File: src/hw/pulse_timing_consts.svh
// Offsets, field positions, reset values and timing figures of the phase timer
// Contract
// - The second-emitter sample window opens when the period timer reaches its 16-bit start count.
// - The second-emitter sample window closes at the end count held at offset 02h.
// - The second emitter turns on at the on count held at offset 03h.
// - The second emitter turns off at the off count held at offset 04h.
// - The second ambient window opens and closes at the counts held at offsets 05h and 06h.
// - The first-emitter sample window opens and closes at the counts held at offsets 07h and 08h.
// - The first emitter turns on and off at the counts held at offsets 09h and 0Ah.
// - The first ambient window opens at the start count held at offset 0Bh.
// - Every count is a number of 4 MHz timing-clock cycles from the start of the period.
// - Every count register clears to zero on reset.
// - The timer is held in reset while the timer hold bit is one and runs only while it is zero.
`ifndef PULSE_TIMING_CONSTS_SVH
`define PULSE_TIMING_CONSTS_SVH

`define REG_CONTROL              8'h00
`define REG_SECOND_SAMPLE_START  8'h01
`define REG_SECOND_SAMPLE_END    8'h02
`define REG_SECOND_ON            8'h03
`define REG_SECOND_OFF           8'h04
`define REG_SECOND_AMBIENT_START 8'h05
`define REG_SECOND_AMBIENT_END   8'h06
`define REG_FIRST_SAMPLE_START   8'h07
`define REG_FIRST_SAMPLE_END     8'h08
`define REG_FIRST_ON             8'h09
`define REG_FIRST_OFF            8'h0A
`define REG_FIRST_AMBIENT_START  8'h0B
`define REG_FIRST_AMBIENT_END    8'h0C
`define REG_PERIOD_LENGTH        8'h20

`define CTRL_TIMER_HOLD_BIT      1
`define CTRL_SOFT_RESET_BIT      3

`define COUNT_RESET              16'h0000
`define PERIOD_RESET             16'h0000
`define READ_PAD                 8'h00

`define SYS_CLK_KHZ              16'd50000
`define TIMING_CLK_KHZ           16'd4000

`endif

File: src/hw/pulse_timing_pkg.sv
// Types shared by the phase timer files
package pulse_timing_pkg;
	typedef logic [15:0] count_t;
	typedef logic [23:0] word_t;
	typedef enum logic [2:0] {
		PH_SECOND_SAMPLE,
		PH_SECOND_ON,
		PH_SECOND_AMBIENT,
		PH_FIRST_SAMPLE,
		PH_FIRST_ON,
		PH_FIRST_AMBIENT
	} phase_e;
	localparam int PHASES = 6;
endpackage

File: src/hw/period_timer.sv
// Period timer stepped by a fractional 4 MHz tick derived from the system clock
`timescale 1ns/1ps
`include "pulse_timing_consts.svh"
module period_timer (
	input  wire logic                    clk_i,
	input  wire logic                    rst_i,
	input  wire logic                    ce_i,
	input  wire logic                    hold_i,
	input  wire pulse_timing_pkg::count_t period_i,
	output logic                         tick_o,
	output pulse_timing_pkg::count_t     count_o
);
	logic [15:0] acc_q;
	logic [15:0] acc_d;
	logic [16:0] acc_sum;
	logic        tick_d;
	logic [4:0]  gap_q;
	pulse_timing_pkg::count_t count_d;

	// Fractional tick
	// Ratio is 12.5, so ticks alternate 12 and 13 cycles; jitter traded for no PLL
	assign acc_sum = {1'b0, acc_q} + {1'b0, `TIMING_CLK_KHZ};
	assign tick_d  = !hold_i && (acc_sum >= {1'b0, `SYS_CLK_KHZ});
	assign acc_d   = hold_i ? 16'h0000 :
		tick_d ? 16'(acc_sum - {1'b0, `SYS_CLK_KHZ}) : acc_sum[15:0];

	assign count_d = hold_i ? 16'h0000 :
		!tick_d ? count_o :
		(count_o >= period_i) ? 16'h0000 : 16'(count_o + 16'h0001);

	always_ff @(posedge clk_i) begin
		if (rst_i) begin
			acc_q   <= 16'h0000;
			tick_o  <= 1'b0;
			count_o <= 16'h0000;
		end else if (ce_i) begin
			acc_q   <= acc_d;
			tick_o  <= tick_d;
			count_o <= count_d;
		end
	end

	always_ff @(posedge clk_i) begin
		if (rst_i) begin
			gap_q <= 5'h00;
		end else if (ce_i) begin
			gap_q <= (hold_i || tick_d) ? 5'h00 : 5'(gap_q + 5'h01);
		end
	end
endmodule // period_timer

File: src/hw/phase_window.sv
// One phase output, on while the timer lies between its start and end counts
`timescale 1ns/1ps
module phase_window (
	input  wire logic                    clk_i,
	input  wire logic                    rst_i,
	input  wire logic                    ce_i,
	input  wire logic                    hold_i,
	input  wire pulse_timing_pkg::count_t count_i,
	input  wire pulse_timing_pkg::count_t start_i,
	input  wire pulse_timing_pkg::count_t end_i,
	output logic                         active_o
);
	logic in_window;

	// Inclusive window
	// Start above end gives an empty window; no wrap-around phases
	assign in_window = !hold_i && (count_i >= start_i) && (count_i <= end_i);

	always_ff @(posedge clk_i) begin
		if (rst_i) begin
			active_o <= 1'b0;
		end else if (ce_i) begin
			active_o <= in_window;
		end
	end
endmodule // phase_window

File: src/hw/pulse_phase_timing_compare.sv
// Phase timing compare block: count registers, period timer and six phase outputs
`timescale 1ns/1ps
`include "pulse_timing_consts.svh"
module pulse_phase_timing_compare (
	input  wire logic                     clk_i,
	input  wire logic                     rst_i,
	input  wire logic                     ce_i,
	input  wire logic                     wr_en_i,
	input  wire logic                     rd_en_i,
	input  wire logic [7:0]               addr_i,
	input  wire pulse_timing_pkg::word_t  wdata_i,
	output pulse_timing_pkg::word_t       rdata_o,
	output logic                          rvalid_o,
	output logic                          second_sample_o,
	output logic                          second_emitter_on_o,
	output logic                          second_ambient_o,
	output logic                          first_sample_o,
	output logic                          first_emitter_on_o,
	output logic                          first_ambient_o,
	output logic                          timer_tick_o,
	output pulse_timing_pkg::count_t      timer_count_o
);
	localparam int ENTRIES = 16;
	localparam int FIRST_COUNT = 1;
	localparam int LAST_COUNT = 12;

	pulse_timing_pkg::count_t count_q [0:ENTRIES-1];
	pulse_timing_pkg::count_t period_length_count_q;
	logic                     timer_hold_reset_q;
	pulse_timing_pkg::word_t  rdata_d;
	logic [pulse_timing_pkg::PHASES-1:0] phase_on;

	// Decode
	logic ctrl_hit;
	logic period_hit;
	logic count_hit;
	logic ctrl_write;
	logic soft_reset;
	logic hold_d;
	logic period_write;
	logic [3:0] entry_idx;

	assign entry_idx    = addr_i[3:0];
	assign ctrl_hit     = (addr_i == `REG_CONTROL);
	assign period_hit   = (addr_i == `REG_PERIOD_LENGTH);
	assign count_hit    = (addr_i >= `REG_SECOND_SAMPLE_START) &&
		(addr_i <= `REG_FIRST_AMBIENT_END);
	assign ctrl_write   = wr_en_i && ctrl_hit;
	// Self-clearing: no stored bit, so the strobe acts once per write
	assign soft_reset   = ctrl_write && wdata_i[`CTRL_SOFT_RESET_BIT];
	assign period_write = wr_en_i && period_hit && !soft_reset;

	assign hold_d = soft_reset ? 1'b0 :
		ctrl_write ? wdata_i[`CTRL_TIMER_HOLD_BIT] : timer_hold_reset_q;

	always_ff @(posedge clk_i) begin
		if (rst_i) begin
			timer_hold_reset_q <= 1'b0;
		end else if (ce_i) begin
			timer_hold_reset_q <= hold_d;
		end
	end

	// Count register file, one flop entry per offset
	genvar gi;
	generate
		for (gi = 0; gi < ENTRIES; gi++) begin : g_entry
			pulse_timing_pkg::count_t entry_d;
			if (gi >= FIRST_COUNT && gi <= LAST_COUNT) begin : g_used
				logic entry_write;
				assign entry_write = wr_en_i && count_hit && (entry_idx == 4'(gi));
				// Low 16 bits only
				// Upper byte must be zero from software, so it is simply dropped
				assign entry_d = soft_reset ? `COUNT_RESET :
					entry_write ? wdata_i[15:0] : count_q[gi];
			end else begin : g_unused
				assign entry_d = `COUNT_RESET;
			end
			always_ff @(posedge clk_i) begin
				if (rst_i) begin
					count_q[gi] <= `COUNT_RESET;
				end else if (ce_i) begin
					count_q[gi] <= entry_d;
				end
			end
		end
	endgenerate

	always_ff @(posedge clk_i) begin
		if (rst_i) begin
			period_length_count_q <= `PERIOD_RESET;
		end else if (ce_i) begin
			if (soft_reset) begin
				period_length_count_q <= `PERIOD_RESET;
			end else if (period_write) begin
				period_length_count_q <= wdata_i[15:0];
			end
		end
	end

	// Read port; control is write-only and reads as zero like unmapped offsets
	pulse_timing_pkg::count_t rd_value;
	assign rd_value = count_hit ? count_q[entry_idx] :
		period_hit ? period_length_count_q : 16'h0000;
	assign rdata_d = {`READ_PAD, rd_value};

	always_ff @(posedge clk_i) begin
		if (rst_i) begin
			rdata_o  <= 24'h000000;
			rvalid_o <= 1'b0;
		end else if (ce_i) begin
			rvalid_o <= rd_en_i;
			if (rd_en_i) begin
				rdata_o <= rdata_d;
			end
		end
	end

	period_timer u_timer (
		.clk_i    (clk_i),
		.rst_i    (rst_i),
		.ce_i     (ce_i),
		.hold_i   (timer_hold_reset_q),
		.period_i (period_length_count_q),
		.tick_o   (timer_tick_o),
		.count_o  (timer_count_o)
	);

	// Phase compares
	// Phase p takes its start from entry 2p+1 and its end from entry 2p+2
	generate
		for (gi = 0; gi < pulse_timing_pkg::PHASES; gi++) begin : g_phase
			phase_window u_window (
				.clk_i    (clk_i),
				.rst_i    (rst_i),
				.ce_i     (ce_i),
				.hold_i   (timer_hold_reset_q),
				.count_i  (timer_count_o),
				.start_i  (count_q[2*gi+1]),
				.end_i    (count_q[2*gi+2]),
				.active_o (phase_on[gi])
			);
		end
	endgenerate

	assign second_sample_o     = phase_on[pulse_timing_pkg::PH_SECOND_SAMPLE];
	assign second_emitter_on_o = phase_on[pulse_timing_pkg::PH_SECOND_ON];
	assign second_ambient_o    = phase_on[pulse_timing_pkg::PH_SECOND_AMBIENT];
	assign first_sample_o      = phase_on[pulse_timing_pkg::PH_FIRST_SAMPLE];
	assign first_emitter_on_o  = phase_on[pulse_timing_pkg::PH_FIRST_ON];
	assign first_ambient_o     = phase_on[pulse_timing_pkg::PH_FIRST_AMBIENT];
endmodule // pulse_phase_timing_compare

File: config.mk
export PLATFORM = sky130hd
export DESIGN_NAME = pulse_phase_timing_compare
export DESIGN_NICKNAME = d
export VERILOG_FILES = /design/src/hw/pulse_timing_pkg.sv /design/src/hw/period_timer.sv /design/src/hw/phase_window.sv /design/src/hw/pulse_phase_timing_compare.sv
export VERILOG_INCLUDE_DIRS = /design/src /design/src/hw
export SDC_FILE = /design/constraint.sdc
export NUM_CORES = 1
export LEC_CHECK = 0
export BUFFER_PORTS_ARGS = -buffer_cell sky130_fd_sc_hd__buf_2
export CORE_ASPECT_RATIO = 0.75
export CORE_UTILIZATION = 60
export DETAILED_ROUTE_END_ITERATION = 16
export GPL_ROUTABILITY_DRIVEN = 1
export PLACE_DENSITY = 0.83
export SYNTH_ARGS = -nofsm -noshare
export SYNTH_HDL_FRONTEND = slang
export SYNTH_SLANG_ARGS = --single-unit
File: constraint.sdc
create_clock -name clk_i -period 3.03 [get_ports clk_i]
set_clock_uncertainty 0.1 [all_clocks]
set_input_delay 0.1515 -clock clk_i [delete_from_list [all_inputs] [get_ports clk_i]]
set_output_delay 0.1515 -clock clk_i [all_outputs]
set_load 0.005 [all_outputs]
==> results.toml, run 1 <==
[yosys]
synth.most_common_cell = "sky130_fd_sc_hd__ha_1"
most_numerous_cell_types_in_the_synthesized_netlist = "sky130_fd_sc_hd__ha_1, sky130_fd_sc_hd__inv_1, sky130_fd_sc_hd__edfxtp_1"
synth_seq_area_share_pct = 44.18
postSynthRegisterBits = 261
ys_types = 74
synth_top_area_share_pct = 35.64
synth_largest_area_cell = "sky130_fd_sc_hd__edfxtp_1"
synth_top_flop_cell = "sky130_fd_sc_hd__edfxtp_1"
post_synth_instance_area_mm2 = 0.01618
yosys-top-cells-area = "sky130_fd_sc_hd__edfxtp_1, sky130_fd_sc_hd__ha_1, sky130_fd_sc_hd__dfxtp_1"
post_synth_inst_count = 1523
synth_area_per_cell_um2 = 10.62
synth-edff-count = 192
ys_async_sr_fraction_pct = 0
count_of_warnings_emitted_by_yosys = 0

[floorplan]
core.rowCount = 51
boundaryPins = 85
fp.dieW_um = 191.6
die-area_mm2 = 0.02763
initial_core_util_pct = 61.69
core_area_mm2 = 0.02623
die_h_um = 144.2

[sta]
final-setup-viol-count = 0
timing.fmax_ghz = 0.3544
hold-worst-slack_ns = 0.1225
fin_crit_ns = 2.822
finalMaxSlewViolations = 0
rsz0062_at_grt = "no"
fin_tns_setup_ns = 0
timing.slew.headroom_pct = 46.24
finalHoldViolCount = 0
final_min_period_over_clock_period_pct = 93.13
worst_slew_pin_slew_ns = 0.8065
worst_slack_ns = 0.2082

[global_routing]
grt_pass1_vias = 12630
antenna_found_initial = 0
gr-usage-all-layers_pct = 33.43
grt_start_max_net_pins = 56
grt_pass1_wl_mm = 69.14
grt_overflow_total = 0

[drt]
antenna_violating_nets_post_route = 0
wl_met1_mm = 18.18
routed_wire_length_on_met2_mm = 19.66
drt-total-wl_mm = 44.94
post_drt_wl_per_cell_um = 22.27
drt_iter0_drc = 1287
drt_drc_violations_left = 0
num_vias = 12850
vias_per_cell = 6.366
drt_pass1_iterations = 5
wl_met3_mm = 5.464
top_metal_used = "met4"

[pwr]
net-switching-power_mw = 2.191
share_comb_of_total_power_pct = 12.1
total_power_mw = 8.588
total_internal_power_mw = 6.397
clkPwrFrac_pct = 39.0
leakage_nw = 8.433
cellPowerDensity_mw_per_mm2 = 469.0
switching_share_pct = 25.51
power.ir.vdd_worst_uv = 494.5
power_frac_seq_pct = 48.9

[clock_network]
post_cts_buffers = 0
clock_root_cell = "sky130_fd_sc_hd__clkbuf_16"
tritoncts_clock_tree = "yes"
clk_path_buf_depth = 3
worst_skew_pair.late_latency_ns = 0.56
clkSinkCount = 261
number_of_clock_buffers_inserted_by_tritoncts = 27
path_clk_slew_ns = 0.06
clock_tree.htree_level_count = 1

[worst_setup_path]
critPathKind = "register to register"
regToRegEndpoint = "g_phase[3].u_window.active_o"
timing.critical_path.from = "u_timer.count_o[0]"
end_kind = "register"
worstSetupStartpointType = "register"
rr_startpoint = "u_timer.count_o[0]"
timing.reg2reg.setup_slack_ns = 0.21
worst_ep_arrival_time_ns = 3.17
endpoint = "g_phase[3].u_window.active_o"
critical_path.max_fanout = 10
critical_path_required_ns = 3.37
r2r_cells = 11

[placed_design]
post-place-ws_ns = 0.1124
gp_congestion = 0.9638
portBuffers = 68
detailedPlacementHpwl_mm = 32.51

[status]
run_status = "completed"

[layout]
nets = 1903
drive_gt1_share_pct = 13.40
layout-area-overhead-vs-synth_pct = 13.18
fillerInstances = 1873

[hold_path]
hold_path.class = "input pin to register"

[flow_run]
maxCapViolations = 0
## registers in the layout, summed over array words and instances, names as in the netlist
name                       flops
count_q                      192
g_phase.u_window.active_o      6
period_length_count_q         16
rdata_o                       16
rvalid_o                       1
timer_hold_reset_q             1
u_timer.acc_q                 12
u_timer.count_o               16
u_timer.tick_o                 1
## critical path: stages, from the launching register on
cell	delay, ns
sky130_fd_sc_hd__dfxtp_1	0.42
sky130_fd_sc_hd__inv_1	0.17
sky130_fd_sc_hd__buf_4	0.24
sky130_fd_sc_hd__ha_1	0.29
sky130_fd_sc_hd__nand2b_1	0.14
sky130_fd_sc_hd__a21oi_1	0.15
sky130_fd_sc_hd__nor2b_1	0.06
sky130_fd_sc_hd__o21ai_0	0.16
sky130_fd_sc_hd__a21oi_1	0.11
sky130_fd_sc_hd__o41ai_1	0.48
sky130_fd_sc_hd__o31ai_1	0.12
sky130_fd_sc_hd__a32o_1	0.27
## through the flow
stage	utilization [%]	std cells	instance area, µm²
after floorplan	-	1530	16200
after global placement	65.59	1943	17200
after detailed placement	65.59	1943	17200
after CTS	69.78	2016	18300
after global routing	69.80	2016	18310
final	69.82	2018	18310
## cells in the final DEF, fill, tap and decap left out, drive strengths merged, types with 8 or more instances in the layout
cell / n
a211oi: 29
a21o: 66
a21oi: 100
a221oi: 14
a22oi: 29
a31oi: 14
and2: 39
and3: 13
buf: 133
clkbuf: 36
clkinv: 10
conb: 8
dfxtp: 69
dlygate4sd3: 24
edfxtp: 192
ha: 214
inv: 205
mux4: 32
nand2: 57
nand2b: 35
nand3: 50
nand4: 34
nor2: 62
nor2b: 24
nor3: 18
nor4: 8
o21a: 10
o21ai: 56
o31ai: 8
xnor2: 8
## power by group through the flow
stage                     combinational (mW)  sequential, mW  clock [mW]
after detailed placement               0.985            4.27           0
after CTS                               1.01            4.19        3.35
after floorplan                        0.672            4.23           0
after global routing                    1.13            4.22        3.49
after global placement                 0.944            4.26           0
final                                   1.04            4.20        3.35
## layout make-up
cell class	count	area, µm²	share of cell area (%)
flip-flops and latches	261	7148	39.04
diodes	2	5.005	0.02733
inverters	205	769.5	4.203
multi-input cells	1000	8005	43.72
clock inverters	13	138.9	0.7585
repair buffers	157	1094	5.972
well taps	344	430.4	2.351
clock buffers	36	719.4	3.929
## worst min-delay path by stage
stage	start	endpoint	slack [ns]	cells past startpoint
2_1_floorplan	wdata_i[0]	period_length_count_q[0]	0.20	2
3_3_place_gp	wdata_i[11]	period_length_count_q[11]	0.34	3
3_5_place_dp	wdata_i[11]	period_length_count_q[11]	0.34	3
4_1_cts	addr_i[5]	rdata_o[0]	0.12	6
5_1_grt	rd_en_i	rdata_o[12]	0.22	5
6_report	addr_i[5]	rdata_o[0]	0.12	6
## cell families after synthesis
logic type / after synthesis / synth area share [%]
AO/OA/AOI/OAI: 368 / 15.29
AND/OR/NAND/NOR: 360 / 11.86
buffers and inverters: 269 / 6.605
flip-flops: 261 / 44.18
adder cells (fa/ha/maj): 214 / 16.55
multiplexers: 39 / 4.903
XOR/XNOR: 11 / 0.5956
other: 1 / 0.02318
## layer usage
| metal | vias up | GRT usage [%] |
|---|---|---|
| met5 | - | 0 |
| met4 | 0 | 12.78 |
| met3 | 129 | 9.876 |
| met2 | 708 | 51.47 |
| met1 | 6171 | 44.56 |
| li1 | 5839 | - |
## repair_timing
action | in CTS | in global routing
hold endpoints to repair | 38 | 0
hold buffers | 24 | 0
gates resized for setup | 0 | 2
endpoints found under the setup margin | 0 | 19
(Power assumes the default switching activity.)
==> inputs of run 2 (changes only) <==
--- a/config.mk
+++ b/config.mk
@@ -7,11 +7,14 @@
 export NUM_CORES = 1
 export LEC_CHECK = 0
 export BUFFER_PORTS_ARGS = -buffer_cell sky130_fd_sc_hd__buf_2
+export CELL_PAD_IN_SITES_DETAIL_PLACEMENT = 0
+export CELL_PAD_IN_SITES_GLOBAL_PLACEMENT = 2
 export CORE_ASPECT_RATIO = 0.75
-export CORE_UTILIZATION = 60
+export CORE_UTILIZATION = 43
+export CTS_BUF_LIST = sky130_fd_sc_hd__clkbuf_4 sky130_fd_sc_hd__clkbuf_8
 export DETAILED_ROUTE_END_ITERATION = 16
 export GPL_ROUTABILITY_DRIVEN = 1
-export PLACE_DENSITY = 0.83
+export PLACE_DENSITY = 0.88
 export SYNTH_ARGS = -nofsm -noshare
 export SYNTH_HDL_FRONTEND = slang
 export SYNTH_SLANG_ARGS = --single-unit
==> results.toml, run 2 (synthesis results as in run 1) <==
[worst_setup_path]
critical_path_required_ns = 3.40
worstSetupStartpointType = "register"
critical_path.max_fanout = 12
critPathKind = "register to register"
worst_ep_arrival_time_ns = 3.22
end_kind = "register"

[drt]
drt_pass1_iterations = 5
drt-total-wl_mm = 46.34
drt_iter0_drc = 1091
num_vias = 12350
vias_per_cell = 5.581
post_drt_wl_per_cell_um = 20.94
drt_drc_violations_left = 0
antenna_violating_nets_post_route = 0

[layout]
drive_gt1_share_pct = 15.74
fin_area_mm2 = 0.01858
antenna_cells = 0
fillerInstances = 3462
max_reg_flops = 192
multi_input_area_mm2 = 0.008030
regMostFlops = "count_q"
mostFrequentLayoutCells = "sky130_fd_sc_hd__ha_1, sky130_fd_sc_hd__inv_1, sky130_fd_sc_hd__edfxtp_1, sky130_fd_sc_hd__a21oi_1, sky130_fd_sc_hd__buf_4"
layout-area-overhead-vs-synth_pct = 14.84
nets = 1927
layout.core_utilization_pct = 50.09
final_common_cell = "sky130_fd_sc_hd__ha_1"
seq_area_mm2 = 0.007147

[global_routing]
grt_pass1_vias = 11670
gr-usage-all-layers_pct = 24.47
grt_start_max_net_pins = 34
grt_pass1_wl_mm = 70.80
grt_overflow_total = 0
antenna_found_initial = 1

[floorplan]
die_h_um = 170.0
core.rowCount = 61
fp.dieW_um = 226.0
boundaryPins = 85
core_area_mm2 = 0.03709
initial_core_util_pct = 43.61
die-area_mm2 = 0.03841

[clock_network]
clk_path_buf_depth = 3
clkSinkCount = 261
clock_tree.htree_level_count = 2
worst_skew_pair.late_latency_ns = 0.58
clock_root_cell = "sky130_fd_sc_hd__clkbuf_8"
tritoncts_clock_tree = "yes"
path_clk_slew_ns = 0.06
number_of_clock_buffers_inserted_by_tritoncts = 43

[sta]
rsz0062_at_grt = "no"
timing.slew.headroom_pct = 30.76
final-setup-viol-count = 0
final_min_period_over_clock_period_pct = 94.08
fin_tns_setup_ns = 0
fin_crit_ns = 2.851
worst_slew_pin_slew_ns = 1.036
finalMaxSlewViolations = 0
finalHoldViolCount = 0
hold-worst-slack_ns = 0.1685
timing.fmax_ghz = 0.3508

[placed_design]
gp_congestion = 0.9072
detailedPlacementHpwl_mm = 34.49
portBuffers = 68
placed_area_mm2 = 0.01744

[pwr]
cellPowerDensity_mw_per_mm2 = 452.9
power.ir.vdd_worst_uv = 226.7
leakage_nw = 8.516
total_power_mw = 8.415

[status]
run_status = "completed"

[hold_path]
hold_path.class = "input pin to register"

[flow_run]
maxCapViolations = 0
## run 2: cell count changes in the layout (fill, tap and decap cells not counted), moves of 2 or more
cell and delta:
sky130_fd_sc_hd__clkbuf_8 +48, sky130_fd_sc_hd__clkbuf_16 -27, sky130_fd_sc_hd__clkbuf_4 +16, sky130_fd_sc_hd__buf_4 +8
sky130_fd_sc_hd__clkbuf_1 -8, sky130_fd_sc_hd__bufinv_16 -3, sky130_fd_sc_hd__clkinv_1 +2, sky130_fd_sc_hd__diode_2 -2
## run 2: timing repair
| action | CTS | global route |
|---|---|---|
| hold buffers | 23 | 0 |
| endpoints found under the hold margin | 38 | 0 |
| endpoints found under the setup margin | 0 | 19 |
| resized for setup | 0 | 2 |
| buffers inserted | 0 | 4 |
## run 2: stage by stage
stage / std cells / setup WS, ns
after floorplan: 1530 / 0.4886
after global placement: 2107 / 0.1563
after detailed placement: 2107 / 0.06096
after CTS: 2208 / 0.06221
after global routing: 2213 / 0.05286
final: 2213 / 0.1793
## run 2: worst paths after layout
check / cells past startpoint / start / slack (ns) / end
max: 11 / u_timer.acc_q[7] / 0.18 / u_timer.count_o[15]
min: 4 / rd_en_i / 0.17 / rdata_o[2]
max reg2reg: 11 / u_timer.acc_q[7] / 0.18 / u_timer.count_o[15]
min reg2reg: 1 / g_phase[3].u_window.active_o / 0.36 / g_phase[3].u_window.active_o
## run 2: worst max-delay path: stages, from the launching register on
cell	delay [ns]
sky130_fd_sc_hd__dfxtp_1	0.31
sky130_fd_sc_hd__or3_1	0.41
sky130_fd_sc_hd__buf_4	0.20
sky130_fd_sc_hd__o311a_1	0.36
sky130_fd_sc_hd__a211oi_2	0.35
sky130_fd_sc_hd__a41oi_4	0.05
sky130_fd_sc_hd__buf_4	0.18
sky130_fd_sc_hd__o2111ai_2	0.11
sky130_fd_sc_hd__nor2_2	0.06
sky130_fd_sc_hd__buf_4	0.19
sky130_fd_sc_hd__and3_1	0.17
sky130_fd_sc_hd__a221o_1	0.25
## run 2: power breakdown
part / switching, mW / internal [mW]
Clock: 1.52 / 1.68
Combinational: 0.619 / 0.413
Sequential: 0.117 / 4.07
## run 2: cell type report
type                    instances  area share, %
clock buffers                  65          4.276
clock inverters                13         0.3435
inverters                     205          4.142
multi-input cells            1001          43.22
flip-flops and latches        261          38.47
well taps                     504          3.394
repair buffers                164          6.155
## run 2: metal layers
layer / share of wire, % / global-route usage (%) / vias up / wire length (µm)
met2: 41 / 34.76 / 382 / 19070
met3: 6.6 / 3.729 / 53 / 3078
li1: - / - / 5905 / -
met1: 51 / 38.51 / 6010 / 23400
met5: 0 / 0 / - / 0
met4: 1.7 / 5.383 / 0 / 789
==> inputs of run 3 (changes only) <==
--- a/config.mk
+++ b/config.mk
@@ -14,6 +14,7 @@
 export CTS_BUF_LIST = sky130_fd_sc_hd__clkbuf_4 sky130_fd_sc_hd__clkbuf_8
 export DETAILED_ROUTE_END_ITERATION = 16
 export GPL_ROUTABILITY_DRIVEN = 1
+export MAX_ROUTING_LAYER = met4
 export PLACE_DENSITY = 0.88
 export SYNTH_ARGS = -nofsm -noshare
 export SYNTH_HDL_FRONTEND = slang
==> results.toml, run 3 (synthesis results as in run 1) <==
[layout]
regMostFlops = "count_q"
antenna_cells = 0
fin_area_mm2 = 0.01862
mostFrequentLayoutCells = "sky130_fd_sc_hd__ha_1, sky130_fd_sc_hd__inv_1, sky130_fd_sc_hd__edfxtp_1, sky130_fd_sc_hd__a21oi_1"
max_reg_flops = 192
final_common_cell = "sky130_fd_sc_hd__ha_1"
nets = 1927
drive_gt1_share_pct = 15.76
layout.core_utilization_pct = 50.20
layout-area-overhead-vs-synth_pct = 15.10

[worst_setup_path]
critical_path_required_ns = 3.45
cp_top_family = "simple AND/OR/NAND/NOR gates"
end_kind = "register"
worst_ep_arrival_time_ns = 3.37
critical-path-slowest-cell = "sky130_fd_sc_hd__or4_1"
critPathBufInv = 1
critPathKind = "register to register"
slowest_delay_ns = 0.51
critical_path.max_fanout = 11
worstSetupStartpointType = "register"
timing.critical_path.cells = "or3_1, or4_1, a21boi_2, a41oi_4, buf_4, o21a_2, nor2_4, a22o_1"

[sta]
timing.fmax_ghz = 0.3390
final-setup-viol-count = 0
worst_slew_pin_slew_ns = 0.9937
hold-worst-slack_ns = 0.2147
fin_tns_setup_ns = 0
final_min_period_over_clock_period_pct = 97.36
finalMaxSlewViolations = 0
rsz0062_at_grt = "no"
finalHoldViolCount = 0
timing.slew.headroom_pct = 33.58
worst_slack_ns = 0.08000
fin_crit_ns = 2.950

[placed_design]
detailedPlacementHpwl_mm = 34.97
gp_congestion = 0.8830
post-place-ws_ns = 0.1751
portBuffers = 68
placed_area_mm2 = 0.01747

[status]
run_status = "completed"

[flow_run]
maxCapViolations = 0

[clock_network]
clk_path_buf_depth = 3
post_cts_buffers = 0
clkSinkCount = 261
clock_tree.htree_level_count = 2
path_clk_slew_ns = 0.06
tritoncts_clock_tree = "yes"
worst_skew_pair.late_latency_ns = 0.59
clock_root_cell = "sky130_fd_sc_hd__clkbuf_8"
number_of_clock_buffers_inserted_by_tritoncts = 46

[floorplan]
die-area_mm2 = 0.03841
core_area_mm2 = 0.03709
die_h_um = 170.0
initial_core_util_pct = 43.61
core.rowCount = 61
fp.dieW_um = 226.0
boundaryPins = 85

[pwr]
net-switching-power_mw = 2.261
switching_share_pct = 26.36
clkPwrFrac_pct = 39.2
total_internal_power_mw = 6.318
share_comb_of_total_power_pct = 12.0
cellPowerDensity_mw_per_mm2 = 460.7
leakage_nw = 8.517
power_frac_seq_pct = 48.9
power.ir.vdd_worst_uv = 290.5

[drt]
antenna_violating_nets_post_route = 0
num_vias = 12300
vias_per_cell = 5.549
drt_drc_violations_left = 0
drt_pass1_iterations = 6
drt-total-wl_mm = 46.32
post_drt_wl_per_cell_um = 20.89
drt_iter0_drc = 1256

[hold_path]
hold_path.class = "input pin to register"

[global_routing]
antenna_found_initial = 0
grt_pass1_vias = 12010
grt_pass1_wl_mm = 71.85
grt_start_max_net_pins = 33
gr-usage-all-layers_pct = 25.60
grt_overflow_total = 0
run 3: routing by layer:
| metal | GRT usage (%) | routed length (µm) | vias up |
|---|---|---|---|
| met1 | 38.53 | 23350 | 5975 |
| met4 | 5.797 | 746 | 0 |
| met3 | 4.006 | 3080 | 57 |
| li1 | - | - | 5914 |
| met5 | - | 0 | - |
| met2 | 35.68 | 19140 | 357 |
run 3: worst register-to-register path, delay by kind of cell (launching register included):
kind / cells / cell delay (ns)
AO/OA/AOI/OAI: 4 / 0.91
AND/OR/NAND/NOR: 3 / 1.27
flip-flops: 1 / 0.38
buffers and inverters: 1 / 0.23
run 3: area by class of cell:
cell class / instances / area (µm²)
multi-input combinational: 1001 / 8023
sequential: 261 / 7147
inverter: 205 / 769.5
fill: 3457 / 18470
clock buffer: 69 / 830.8
timing repair buffer: 161 / 1129
clock inverter: 16 / 92.59
tap: 504 / 630.6
run 3: stage by stage:
stage | instances | total power, mW
CTS | 2216 | 8.626
floorplan | 1530 | 4.898
global placement | 2110 | 5.226
global route | 2217 | 8.958
finish | 2217 | 8.580
detailed placement | 2110 | 5.260
run 3: power groups by stage:
stage	clock, mW	combinational [mW]	sequential (mW)
final	3.36	1.03	4.19
after detailed placement	0	0.992	4.27
after CTS	3.41	1.02	4.19
after global routing	3.60	1.14	4.22
after global placement	0	0.971	4.25
after floorplan	0	0.672	4.23
run 3: what timing repair did:
| action | in CTS | in global routing |
|---|---|---|
| hold endpoints to repair | 39 | 0 |
| resized for setup | 0 | 1 |
| hold buffers | 21 | 0 |
| setup endpoints to repair | 0 | 1 |
run 3: final timing paths:
| path | end | slack, ns | start | depth (start not counted) |
|---|---|---|---|---|
| worst max-delay path | u_timer.count_o[14] | 0.08 | u_timer.acc_q[7] | 8 |
| worst min-delay path | rdata_o[0] | 0.21 | addr_i[7] | 6 |
| worst max register to register | u_timer.count_o[14] | 0.08 | u_timer.acc_q[7] | 8 |
| worst min register to register | u_timer.tick_o | 0.37 | u_timer.tick_o | 2 |
